**src/core/lfbx_pkg.sv**
```systemverilog
// Package: constants and types for the literal/file/bit execution block
package lfbx_pkg;
  localparam int          DATA_W      = 8;
  localparam int          FADDR_W     = 7;
  localparam int          PC_W        = 13;
  localparam int          CALLK_W     = 11;
  localparam int          STAT_C      = 0;
  localparam int          STAT_DC     = 1;
  localparam int          STAT_Z      = 2;
  localparam logic [7:0]  RST_ACC     = 8'h00;
  localparam logic [12:0] RST_PC      = 13'h0000;
  localparam logic [7:0]  WDT_CLEARED = 8'h00;
  localparam int          IDLE_CYCLES = 1;

  typedef enum logic [3:0] {
    lfbx_op_idle,
    lfbx_op_add_literal_acc,
    lfbx_op_add_acc_file,
    lfbx_op_and_literal_acc,
    lfbx_op_and_acc_file,
    lfbx_op_bit_clear,
    lfbx_op_bit_set,
    lfbx_op_skip_if_set,
    lfbx_op_skip_if_clear,
    lfbx_op_watchdog_clear,
    lfbx_op_complement,
    lfbx_op_call
  } lfbx_op_t;
endpackage : lfbx_pkg

```
**src/core/lfbx_alu.sv**
```systemverilog
// Combinational add/and/complement unit with flag generation
`timescale 1ns/1ns
module lfbx_alu (
  input  wire logic [1:0] sel_in,  // 0 add, 1 and, 2 complement
  input  wire logic [7:0] a_in,    // Accumulator operand
  input  wire logic [7:0] b_in,    // Literal or file operand
  output logic      [7:0] res_out, // Result
  output logic            c_out,   // Carry out of bit 7
  output logic            dc_out,  // Carry out of bit 3
  output logic            z_out    // Result is zero
);
  logic [8:0] sum;
  logic [4:0] low_sum;

  always_comb
  begin
    sum     = {1'b0, a_in} + {1'b0, b_in};
    low_sum = {1'b0, a_in[3:0]} + {1'b0, b_in[3:0]};
    case (sel_in)
      2'h0:    res_out = sum[7:0];
      2'h1:    res_out = a_in & b_in;
      default: res_out = ~b_in;
    endcase
    c_out  = sum[8];     // RULE_12
    dc_out = low_sum[4]; // RULE_12
    z_out  = (res_out == 8'h00); // RULE_12
  end
endmodule : lfbx_alu

```
**src/core/lfbx_exec.sv**
```systemverilog
// Execution unit for add, and, bit, skip, watchdog-clear, complement and call
//
// Behaviour
// (RULE_01) Add literal to accumulator; result to accumulator; update C, DC, Z.
// (RULE_02) Add accumulator and file; destination by select; update C, DC, Z.
// (RULE_03) AND literal with accumulator into accumulator; update only Z.
// (RULE_04) AND accumulator with file; destination by select; update only Z.
// (RULE_05) Bit clear forces chosen file bit to zero; flags untouched.
// (RULE_06) Bit set forces chosen file bit to one; flags untouched.
// (RULE_07) Skip-if-set: bit one discards next instruction, two cycles.
// (RULE_08) Skip-if-clear: bit zero discards next instruction, two cycles.
// (RULE_09) Bit tests change neither flags nor the tested register.
// (RULE_10) Watchdog clear zeroes watchdog counter and its prescaler.
// (RULE_11) Watchdog clear sets expiry and sleep-entered status bits.
// (RULE_12) Zero means result zero; carry from bit 7, digit carry from bit 3.
// (RULE_13) Call pushes PC+1, loads 11-bit target plus page bits, two cycles.
// (RULE_14) Complement inverts file; destination by select; update Z.
// (RULE_15) One cycle normally; skip taken or PC change adds an idle cycle.
`timescale 1ns/1ns
module lfbx_exec (
  input  wire logic                 core_clk_in,          // Instruction cycle clock
  input  wire logic                 reset_in,             // Async reset, active high
  input  wire logic                 op_valid_in,          // Instruction present this cycle
  input  wire lfbx_pkg::lfbx_op_t   op_in,                // Decoded operation
  input  wire logic [7:0]           literal_in,           // 8-bit literal
  input  wire logic [6:0]           file_addr_in,         // File register index
  input  wire logic [2:0]           bit_sel_in,           // Bit position
  input  wire logic                 dest_file_in,         // 1: result to file, 0: to accumulator
  input  wire logic [10:0]          call_target_in,       // Call target bits 10:0
  input  wire logic [1:0]           program_page_latch_in,// Page bits for PC 12:11
  input  wire logic [7:0]           file_rdata_in,        // Addressed file register contents
  output logic      [7:0]           acc_out,              // Accumulator
  output logic                      flag_carry_out,       // Carry flag
  output logic                      flag_nibble_overflow_out, // Digit carry flag
  output logic                      flag_zero_out,        // Zero flag
  output logic                      file_we_out,          // File write strobe
  output logic      [6:0]           file_waddr_out,       // File write index
  output logic      [7:0]           file_wdata_out,       // File write data
  output logic                      watchdog_counter_clr_out, // Watchdog counter clear pulse
  output logic                      watchdog_prescaler_clr_out, // Prescaler clear pulse
  output logic                      watchdog_expiry_flag_out, // Expiry status bit
  output logic                      sleep_entered_flag_out,   // Sleep-entered status bit
  output logic                      idle_cycle_out,       // Current cycle is a forced idle
  output logic      [12:0]          pc_out,               // Program counter
  output logic                      stack_push_out,       // Return stack push pulse
  output logic      [12:0]          stack_data_out        // Return address pushed
);
  logic [7:0]  acc_q, acc_d, wdata_q, wdata_d;
  logic        c_q, c_d, dc_q, dc_d, z_q, z_d;
  logic        we_q, we_d, wclr_q, wclr_d, to_q, to_d, pd_q, pd_d;
  logic        idle_q, idle_d, push_q, push_d;
  logic [6:0]  waddr_q, waddr_d;
  logic [12:0] pc_q, pc_d, sdata_q, sdata_d;
  logic [1:0]  alu_sel;
  logic [7:0]  alu_b, alu_res, bit_mask;
  logic        alu_c, alu_dc, alu_z, tested_bit;

  lfbx_alu u_alu (
    .sel_in  (alu_sel),
    .a_in    (acc_q),
    .b_in    (alu_b),
    .res_out (alu_res),
    .c_out   (alu_c),
    .dc_out  (alu_dc),
    .z_out   (alu_z)
  );

  always_comb
  begin
    bit_mask   = 8'h01 << bit_sel_in;
    tested_bit = file_rdata_in[bit_sel_in];
    alu_b      = file_rdata_in;
    alu_sel    = 2'h0;
    case (op_in)
      lfbx_pkg::lfbx_op_add_literal_acc: alu_b = literal_in;
      lfbx_pkg::lfbx_op_and_literal_acc:
      begin
        alu_b   = literal_in;
        alu_sel = 2'h1;
      end
      lfbx_pkg::lfbx_op_and_acc_file: alu_sel = 2'h1;
      lfbx_pkg::lfbx_op_complement:   alu_sel = 2'h2;
      default: alu_sel = 2'h0;
    endcase
  end

  // Next-state: an idle cycle suppresses every effect of the fetched instruction except the PC increment
  always_comb
  begin
    acc_d   = acc_q;
    c_d     = c_q;
    dc_d    = dc_q;
    z_d     = z_q;
    to_d    = to_q;
    pd_d    = pd_q;
    we_d    = 1'b0;
    waddr_d = file_addr_in;
    wdata_d = wdata_q;
    wclr_d  = 1'b0;
    idle_d  = 1'b0;
    push_d  = 1'b0;
    sdata_d = sdata_q;
    pc_d    = pc_q;
    if (op_valid_in && !idle_q)
    begin
      pc_d = pc_q + 13'h0001;
      case (op_in)
        lfbx_pkg::lfbx_op_add_literal_acc:
        begin
          acc_d = alu_res; // RULE_01
          c_d   = alu_c;
          dc_d  = alu_dc;
          z_d   = alu_z;
        end
        lfbx_pkg::lfbx_op_add_acc_file:
        begin
          c_d  = alu_c; // RULE_02
          dc_d = alu_dc;
          z_d  = alu_z;
          if (dest_file_in)
          begin
            we_d    = 1'b1;
            wdata_d = alu_res;
          end
          else
            acc_d = alu_res;
        end
        lfbx_pkg::lfbx_op_and_literal_acc:
        begin
          acc_d = alu_res; // RULE_03
          z_d   = alu_z;
        end
        lfbx_pkg::lfbx_op_and_acc_file, lfbx_pkg::lfbx_op_complement:
        begin
          z_d = alu_z; // RULE_04 RULE_14
          if (dest_file_in)
          begin
            we_d    = 1'b1;
            wdata_d = alu_res;
          end
          else
            acc_d = alu_res;
        end
        lfbx_pkg::lfbx_op_bit_clear:
        begin
          we_d    = 1'b1;
          wdata_d = file_rdata_in & ~bit_mask; // RULE_05
        end
        lfbx_pkg::lfbx_op_bit_set:
        begin
          we_d    = 1'b1;
          wdata_d = file_rdata_in | bit_mask; // RULE_06
        end
        lfbx_pkg::lfbx_op_skip_if_set:
          idle_d = tested_bit; // RULE_07 RULE_09
        lfbx_pkg::lfbx_op_skip_if_clear:
          idle_d = !tested_bit; // RULE_08 RULE_09
        lfbx_pkg::lfbx_op_watchdog_clear:
        begin
          wclr_d = 1'b1; // RULE_10
          to_d   = 1'b1; // RULE_11
          pd_d   = 1'b1;
        end
        lfbx_pkg::lfbx_op_call:
        begin
          push_d  = 1'b1; // RULE_13
          sdata_d = pc_q + 13'h0001;
          pc_d    = {program_page_latch_in, call_target_in};
          idle_d  = 1'b1; // RULE_15
        end
        default: pc_d = pc_q + 13'h0001;
      endcase
    end
    else if (op_valid_in)
      pc_d = pc_q + 13'h0001; // RULE_15
  end

  always_ff @(posedge core_clk_in or posedge reset_in)
  begin
    if (reset_in)
    begin
      acc_q   <= lfbx_pkg::RST_ACC;
      c_q     <= 1'b0;
      dc_q    <= 1'b0;
      z_q     <= 1'b0;
      to_q    <= 1'b1;
      pd_q    <= 1'b1;
      we_q    <= 1'b0;
      waddr_q <= 7'h00;
      wdata_q <= 8'h00;
      wclr_q  <= 1'b0;
      idle_q  <= 1'b0;
      push_q  <= 1'b0;
      sdata_q <= lfbx_pkg::RST_PC;
      pc_q    <= lfbx_pkg::RST_PC;
    end
    else
    begin
      acc_q   <= acc_d;
      c_q     <= c_d;
      dc_q    <= dc_d;
      z_q     <= z_d;
      to_q    <= to_d;
      pd_q    <= pd_d;
      we_q    <= we_d;
      waddr_q <= waddr_d;
      wdata_q <= wdata_d;
      wclr_q  <= wclr_d;
      idle_q  <= idle_d;
      push_q  <= push_d;
      sdata_q <= sdata_d;
      pc_q    <= pc_d;
    end
  end

  assign acc_out                    = acc_q;
  assign flag_carry_out             = c_q;
  assign flag_nibble_overflow_out   = dc_q;
  assign flag_zero_out              = z_q;
  assign file_we_out                = we_q;
  assign file_waddr_out             = waddr_q;
  assign file_wdata_out             = wdata_q;
  assign watchdog_counter_clr_out   = wclr_q;
  assign watchdog_prescaler_clr_out = wclr_q;
  assign watchdog_expiry_flag_out   = to_q;
  assign sleep_entered_flag_out     = pd_q;
  assign idle_cycle_out             = idle_q;
  assign pc_out                     = pc_q;
  assign stack_push_out             = push_q;
  assign stack_data_out             = sdata_q;

  property p_add_lit;
    @(posedge core_clk_in) disable iff (reset_in)
    (op_valid_in && !idle_q && op_in == lfbx_pkg::lfbx_op_add_literal_acc)
      |=> acc_q == $past(8'(acc_q + literal_in));
  endproperty
  a_add_lit: assert property (p_add_lit) else $error("add literal result wrong"); // RULE_01

  property p_add_file_dest;
    @(posedge core_clk_in) disable iff (reset_in)
    (op_valid_in && !idle_q && op_in == lfbx_pkg::lfbx_op_add_acc_file && dest_file_in)
      |=> file_we_out && file_wdata_out == $past(8'(acc_q + file_rdata_in)) && $stable(acc_q);
  endproperty
  a_add_file_dest: assert property (p_add_file_dest) else $error("add to file wrong"); // RULE_02

  property p_and_lit;
    @(posedge core_clk_in) disable iff (reset_in)
    (op_valid_in && !idle_q && op_in == lfbx_pkg::lfbx_op_and_literal_acc)
      |=> acc_q == $past(acc_q & literal_in) && $stable(c_q) && $stable(dc_q);
  endproperty
  a_and_lit: assert property (p_and_lit) else $error("and literal wrong"); // RULE_03

  property p_and_file;
    @(posedge core_clk_in) disable iff (reset_in)
    (op_valid_in && !idle_q && op_in == lfbx_pkg::lfbx_op_and_acc_file && !dest_file_in)
      |=> acc_q == $past(acc_q & file_rdata_in) && !file_we_out && $stable(c_q);
  endproperty
  a_and_file: assert property (p_and_file) else $error("and file wrong"); // RULE_04

  property p_bit_clear;
    @(posedge core_clk_in) disable iff (reset_in)
    (op_valid_in && !idle_q && op_in == lfbx_pkg::lfbx_op_bit_clear)
      |=> file_we_out && !file_wdata_out[$past(bit_sel_in)] && $stable(z_q) && $stable(c_q);
  endproperty
  a_bit_clear: assert property (p_bit_clear) else $error("bit clear wrong"); // RULE_05

  property p_bit_set;
    @(posedge core_clk_in) disable iff (reset_in)
    (op_valid_in && !idle_q && op_in == lfbx_pkg::lfbx_op_bit_set)
      |=> file_we_out && file_wdata_out[$past(bit_sel_in)] && $stable(z_q);
  endproperty
  a_bit_set: assert property (p_bit_set) else $error("bit set wrong"); // RULE_06

  property p_skip;
    @(posedge core_clk_in) disable iff (reset_in)
    (op_valid_in && !idle_q && ((op_in == lfbx_pkg::lfbx_op_skip_if_set && file_rdata_in[bit_sel_in])
      || (op_in == lfbx_pkg::lfbx_op_skip_if_clear && !file_rdata_in[bit_sel_in])))
      |=> idle_cycle_out && !file_we_out ##1 !idle_cycle_out && !file_we_out && $stable(acc_q);
  endproperty
  a_skip: assert property (p_skip) else $error("skip did not idle next instruction"); // RULE_07 RULE_08

  property p_wdt;
    @(posedge core_clk_in) disable iff (reset_in)
    (op_valid_in && !idle_q && op_in == lfbx_pkg::lfbx_op_watchdog_clear)
      |=> watchdog_counter_clr_out && watchdog_prescaler_clr_out
          && watchdog_expiry_flag_out && sleep_entered_flag_out
          ##1 (watchdog_counter_clr_out == $past(op_valid_in && !idle_q && op_in == lfbx_pkg::lfbx_op_watchdog_clear));
  endproperty
  a_wdt: assert property (p_wdt) else $error("watchdog clear wrong"); // RULE_10 RULE_11

  property p_call;
    @(posedge core_clk_in) disable iff (reset_in)
    (op_valid_in && !idle_q && op_in == lfbx_pkg::lfbx_op_call)
      |=> stack_push_out && stack_data_out == $past(pc_q) + 13'h0001
          && pc_q == {$past(program_page_latch_in), $past(call_target_in)} && idle_cycle_out;
  endproperty
  a_call: assert property (p_call) else $error("call wrong"); // RULE_13 RULE_15
endmodule : lfbx_exec

```
**config.mk**
```make
export PLATFORM = sky130hd
export DESIGN_NAME = lfbx_exec
export DESIGN_NICKNAME = d
export VERILOG_FILES = /design/src/core/lfbx_pkg.sv /design/src/core/lfbx_alu.sv /design/src/core/lfbx_exec.sv
export SDC_FILE = /design/constraint.sdc
export NUM_CORES = 1
export LEC_CHECK = 0
export BUFFER_PORTS_ARGS = -buffer_cell sky130_fd_sc_hd__buf_2
export CORE_UTILIZATION = 44
export CTS_BUF_LIST = sky130_fd_sc_hd__clkbuf_16
export CTS_CLUSTER_SIZE = 10
export DETAILED_ROUTE_END_ITERATION = 16
export PLACE_DENSITY = 0.82
export SLEW_MARGIN = 20
export SYNTH_ARGS = -nofsm -noshare
export SYNTH_HDL_FRONTEND = slang
export SYNTH_SLANG_ARGS = --single-unit
```
**constraint.sdc**
```tcl
create_clock -name core_clk_in -period 2.1 [get_ports core_clk_in]
set_input_delay 0.21 -clock core_clk_in [delete_from_list [all_inputs] [get_ports core_clk_in]]
set_output_delay 0.21 -clock core_clk_in [all_outputs]
set_load 0.02 [all_outputs]
```
==> key figures <==
Status
  – Run status: finished, violations left
  – Violated checks: setup timing

Final layout
  – Fin cells: 641
  – Share of cells above drive strength 1: a little over two fifths
  – Most frequent cells in the layout: buf_2, nand2_1, dfrtp_1, buf_4
  – Commonest non-fill, non-tap cell in the layout: buf_2
  – Area Overhead vs Synth: 39.08%
  – # diodes: 0
  – Nets: roughly 600
  – Fill count: 640

STA
  – Final Skew: between 0.008 and 0.009 ns
  – Final WS setup: -0.2190 ns
  – Final Hold Viols: 0
  – Worst-Margin Slew: 0.5933 ns
  – Unrepaired setup endpoints after global routing: yes
  – Setup_tns: -1.146 ns
  – Max_slew headroom: between 60% and 70%
  – Final Slew Violations: 0
  – Crit share post-route: 110.4%
  – Fmax: around 0.43 GHz
  – Final min period: roughly 2.3 ns
  – # setup viols final: 9

Floorplan
  – Row cnt: 32
  – Core Area: 0.007807 sq mm
  – I/O Pins: between 100 and 150
  – Die area: 0.008500 sq mm
  – Die height: 92.20 um
  – Starting Density: about 46%
  – Die width: just over 90 um

Power and ir drop
  – Total leakage power: roughly 0.0024 uW
  – PwrDens: 1201 mW/mm^2
  – Total power: around 6000 uW
  – VDD IR max: 0.0007905 V

Clocking
  – Worst skew pair latency: roughly 0.29 ns
  – CTS tree: yes
  – Clock slew at reported path FFs: 0.07 ns
  – Sink Count: 56
  – CTS root buffer: clkbuf_16
  – Htree depth: 2
  – CTS Buffer Depth: 2
  – CTS buffer count: 5

Global routing
  – Vias in the first global route: roughly 3200
  – Initial antenna violation count: 0
  – Largest net degree at the start of global routing: 43
  – GRT Total Usage: between 20% and 30%
  – Wire length of the first global-routing pass: 15420 um
  – Remaining Overflow, GRT: 0

Synthesis
  – Synth Area in XOR/XNOR: ~3.4%
  – Cell taking the most area after synthesis: dfrtp_1
  – Yosys reg bits: between 50 and 60
  – Area fraction in compound gates after synthesis: 19.89%
  – Post-synth EDFFs: 0
  – FFs w/ async S/R, synth: 100.0%
  – Simple-Gate Fraction of Synth Area: roughly a fifth
  – Top cell type's share of synthesized area: roughly 40%
  – Synth Flop Type: dfrtp_1
  – Mapped Area: between 0.003 and 0.004 sq mm
  – Mapped Cells: slightly below 400
  – Synth unique cells: 60
  – Yosys warns: 0
  – Post-Syn Area per Cell: 9.085 sq um
  – Adder-Cell Fraction of Synth Area: about 4.4%
  – Post-synthesis mux area share: 9.262%
  – Synth area leaders: dfrtp_1, nand2_1, mux2_2
  – Post-synthesis sequential area ratio: between 30 and 40%
  – Largest family of logic cells by synthesized area: compound AO/OA/AOI/OAI gates

Setup path
  – Worst setup path endpoint: file_wdata_out[6]$_DFFE_PP0P_
  – Worst setup EP type: register
  – Reg-to-Reg End: file_wdata_out[6]$_DFFE_PP0P_
  – Most frequent CP cell: mux2_4
  – Critical path peak fanout: 8
  – Reg2Reg Depth: 9
  – Crit path kind: input port to register
  – Crit path cell chain: buf_6, nor3b_4, buf_12, mux2_4, ha_4, inv_2, fa_2, nand2b_4, a21o_1, and4_1, o31a_1, mux2_4, o21ai_2
  – CP Data Arrival Time: 2.54 ns
  – Worst Path Required: 2.32 ns
  – Critical path's largest stage delay: roughly 0.35 ns
  – Critical Path Start Type: input port
  – CP max-delay cell: fa_2
  – Worst setup path startpoint: op_in[3]
  – Register-to-Register Setup Slack: -0.13 ns
  – Worst reg2reg startpoint: acc_out[0]$_DFFE_PP0P_

Route
  – Iteration-0 DRC count of the detailed router: approximately 160
  – Routed length per instance: about 16 um
  – Routed vias: about 3500
  – Via/cell ratio: roughly 5.5
  – Drt first pass iters: 4
  – Final wirelength: between 9000 and 10000 um
  – DRT antenna net count: 0
  – Drc violations: 0

Place
  – Post-DP HPWL: about 7500 um
  – Port Buffers: around 100
  – Final GP Congestion: 0.8648
  – Inst Count DP: 625

Job
  – Max Cap Viol: 0

Min path
  – Worst Hold Class: input port to register
## metal layers
metal	track usage, %	vias up	routed length [um]
li1	-	1688	-
met1	30.64	1677	4295
met2	38.37	142	4978
met3	3.400	11	607
met4	5.859	0	93
met5	0	-	0
## flip-flops by register name, summed over array words and instances (netlist names)
name and count:
acc_out 8, watchdog_counter_clr_out 1, file_we_out 1, flag_carry_out 1, idle_cycle_out 1, stack_push_out 1
flag_nibble_overflow_out 1, file_waddr_out 7, file_wdata_out 8, pc_out 13, stack_data_out 13, flag_zero_out 1
## power by group
part           switching, uW  internal (uW)
Combinational           1750           1560
Sequential               383           1440
Clock                    396            441
## cell usage after synthesis (6+ instances only)
cell type  instances
a22o_1             8
dfrtp_1           56
nand2b_1           7
ha_1              11
xor2_1             8
mux2_2            16
o21ai_0           32
xnor2_1            6
o21ai_1           11
nor2_1            27
inv_1             13
mux2i_1            8
nand2_1           57
nor3_1             9
clkbuf_1          12
a21oi_1           21
nand3_1           14
## through the flow
step                cell area (sq um)  worst slack (ns)  utilization (%)  hold WS (ns)
floorplan                        3652           -0.5082                -        0.2414
CTS                              4786           -0.2568            61.30       0.02309
global route                     4979           -0.3174            63.77       0.01790
global placement                 4546           -0.5922            58.22        0.2466
detailed placement               4546           -0.6225            58.22        0.2552
finish                           4979           -0.2190            63.77       0.02599
## layout make-up
| type | count | area (sq um) | share of cell area, % |
|---|---|---|---|
| repair buffers | 159 | 979.7 | 19.68 |
| inverters | 15 | 56.30 | 1.131 |
| clock inverters | 3 | 20.02 | 0.4021 |
| clock buffers | 5 | 125.1 | 2.513 |
| flip-flops and latches | 56 | 1401 | 28.15 |
| well taps | 102 | 127.6 | 2.563 |
| multi-input cells | 301 | 2268 | 45.56 |
## repair_timing
action | 4_1_cts | 5_1_grt
hold endpoints to repair | 20 | 0
endpoints found under the setup margin | 14 | 15
resized for setup | 15 | 33
hold buffers | 1 | 0
buffers inserted | 2 | 5
pin swaps | 8 | 13
## logic make-up (layout without fill, tap and decap cells)
family / count (synthesis) / count (layout)
AOI/OAI and AO/OA: 105 / 105
other: 1 / 2
buffers and inverters: 38 / 182
adders and majority gates: 12 / 12
xor gates and xnor gates: 14 / 14
DFF: 56 / 56
and+or+nand+nor: 140 / 140
muxes: 28 / 28
## critical path: cells and delay by family
kind | cells | cell delay (ns)
buffers and inverters | 3 | 0.29
adders and majority gates | 2 | 0.48
AOI/OAI and AO/OA | 3 | 0.59
muxes | 2 | 0.43
and+or+nand+nor | 3 | 0.54
## worst min path at each step
stage,start,to,slack [ns],cells past startpoint
4_1_cts,file_addr_in[4],file_waddr_out[4]$_DFF_PP0_,0.02,1
6_report,file_addr_in[3],file_waddr_out[3]$_DFF_PP0_,0.03,1
2_1_floorplan,file_addr_in[0],file_waddr_out[0]$_DFF_PP0_,0.24,0
3_3_place_gp,reset_in,file_waddr_out[4]$_DFF_PP0_,0.25,2
5_1_grt,file_addr_in[3],file_waddr_out[3]$_DFF_PP0_,0.02,1
3_5_place_dp,reset_in,file_waddr_out[4]$_DFF_PP0_,0.26,2
(Power assumes the default switching activity.)
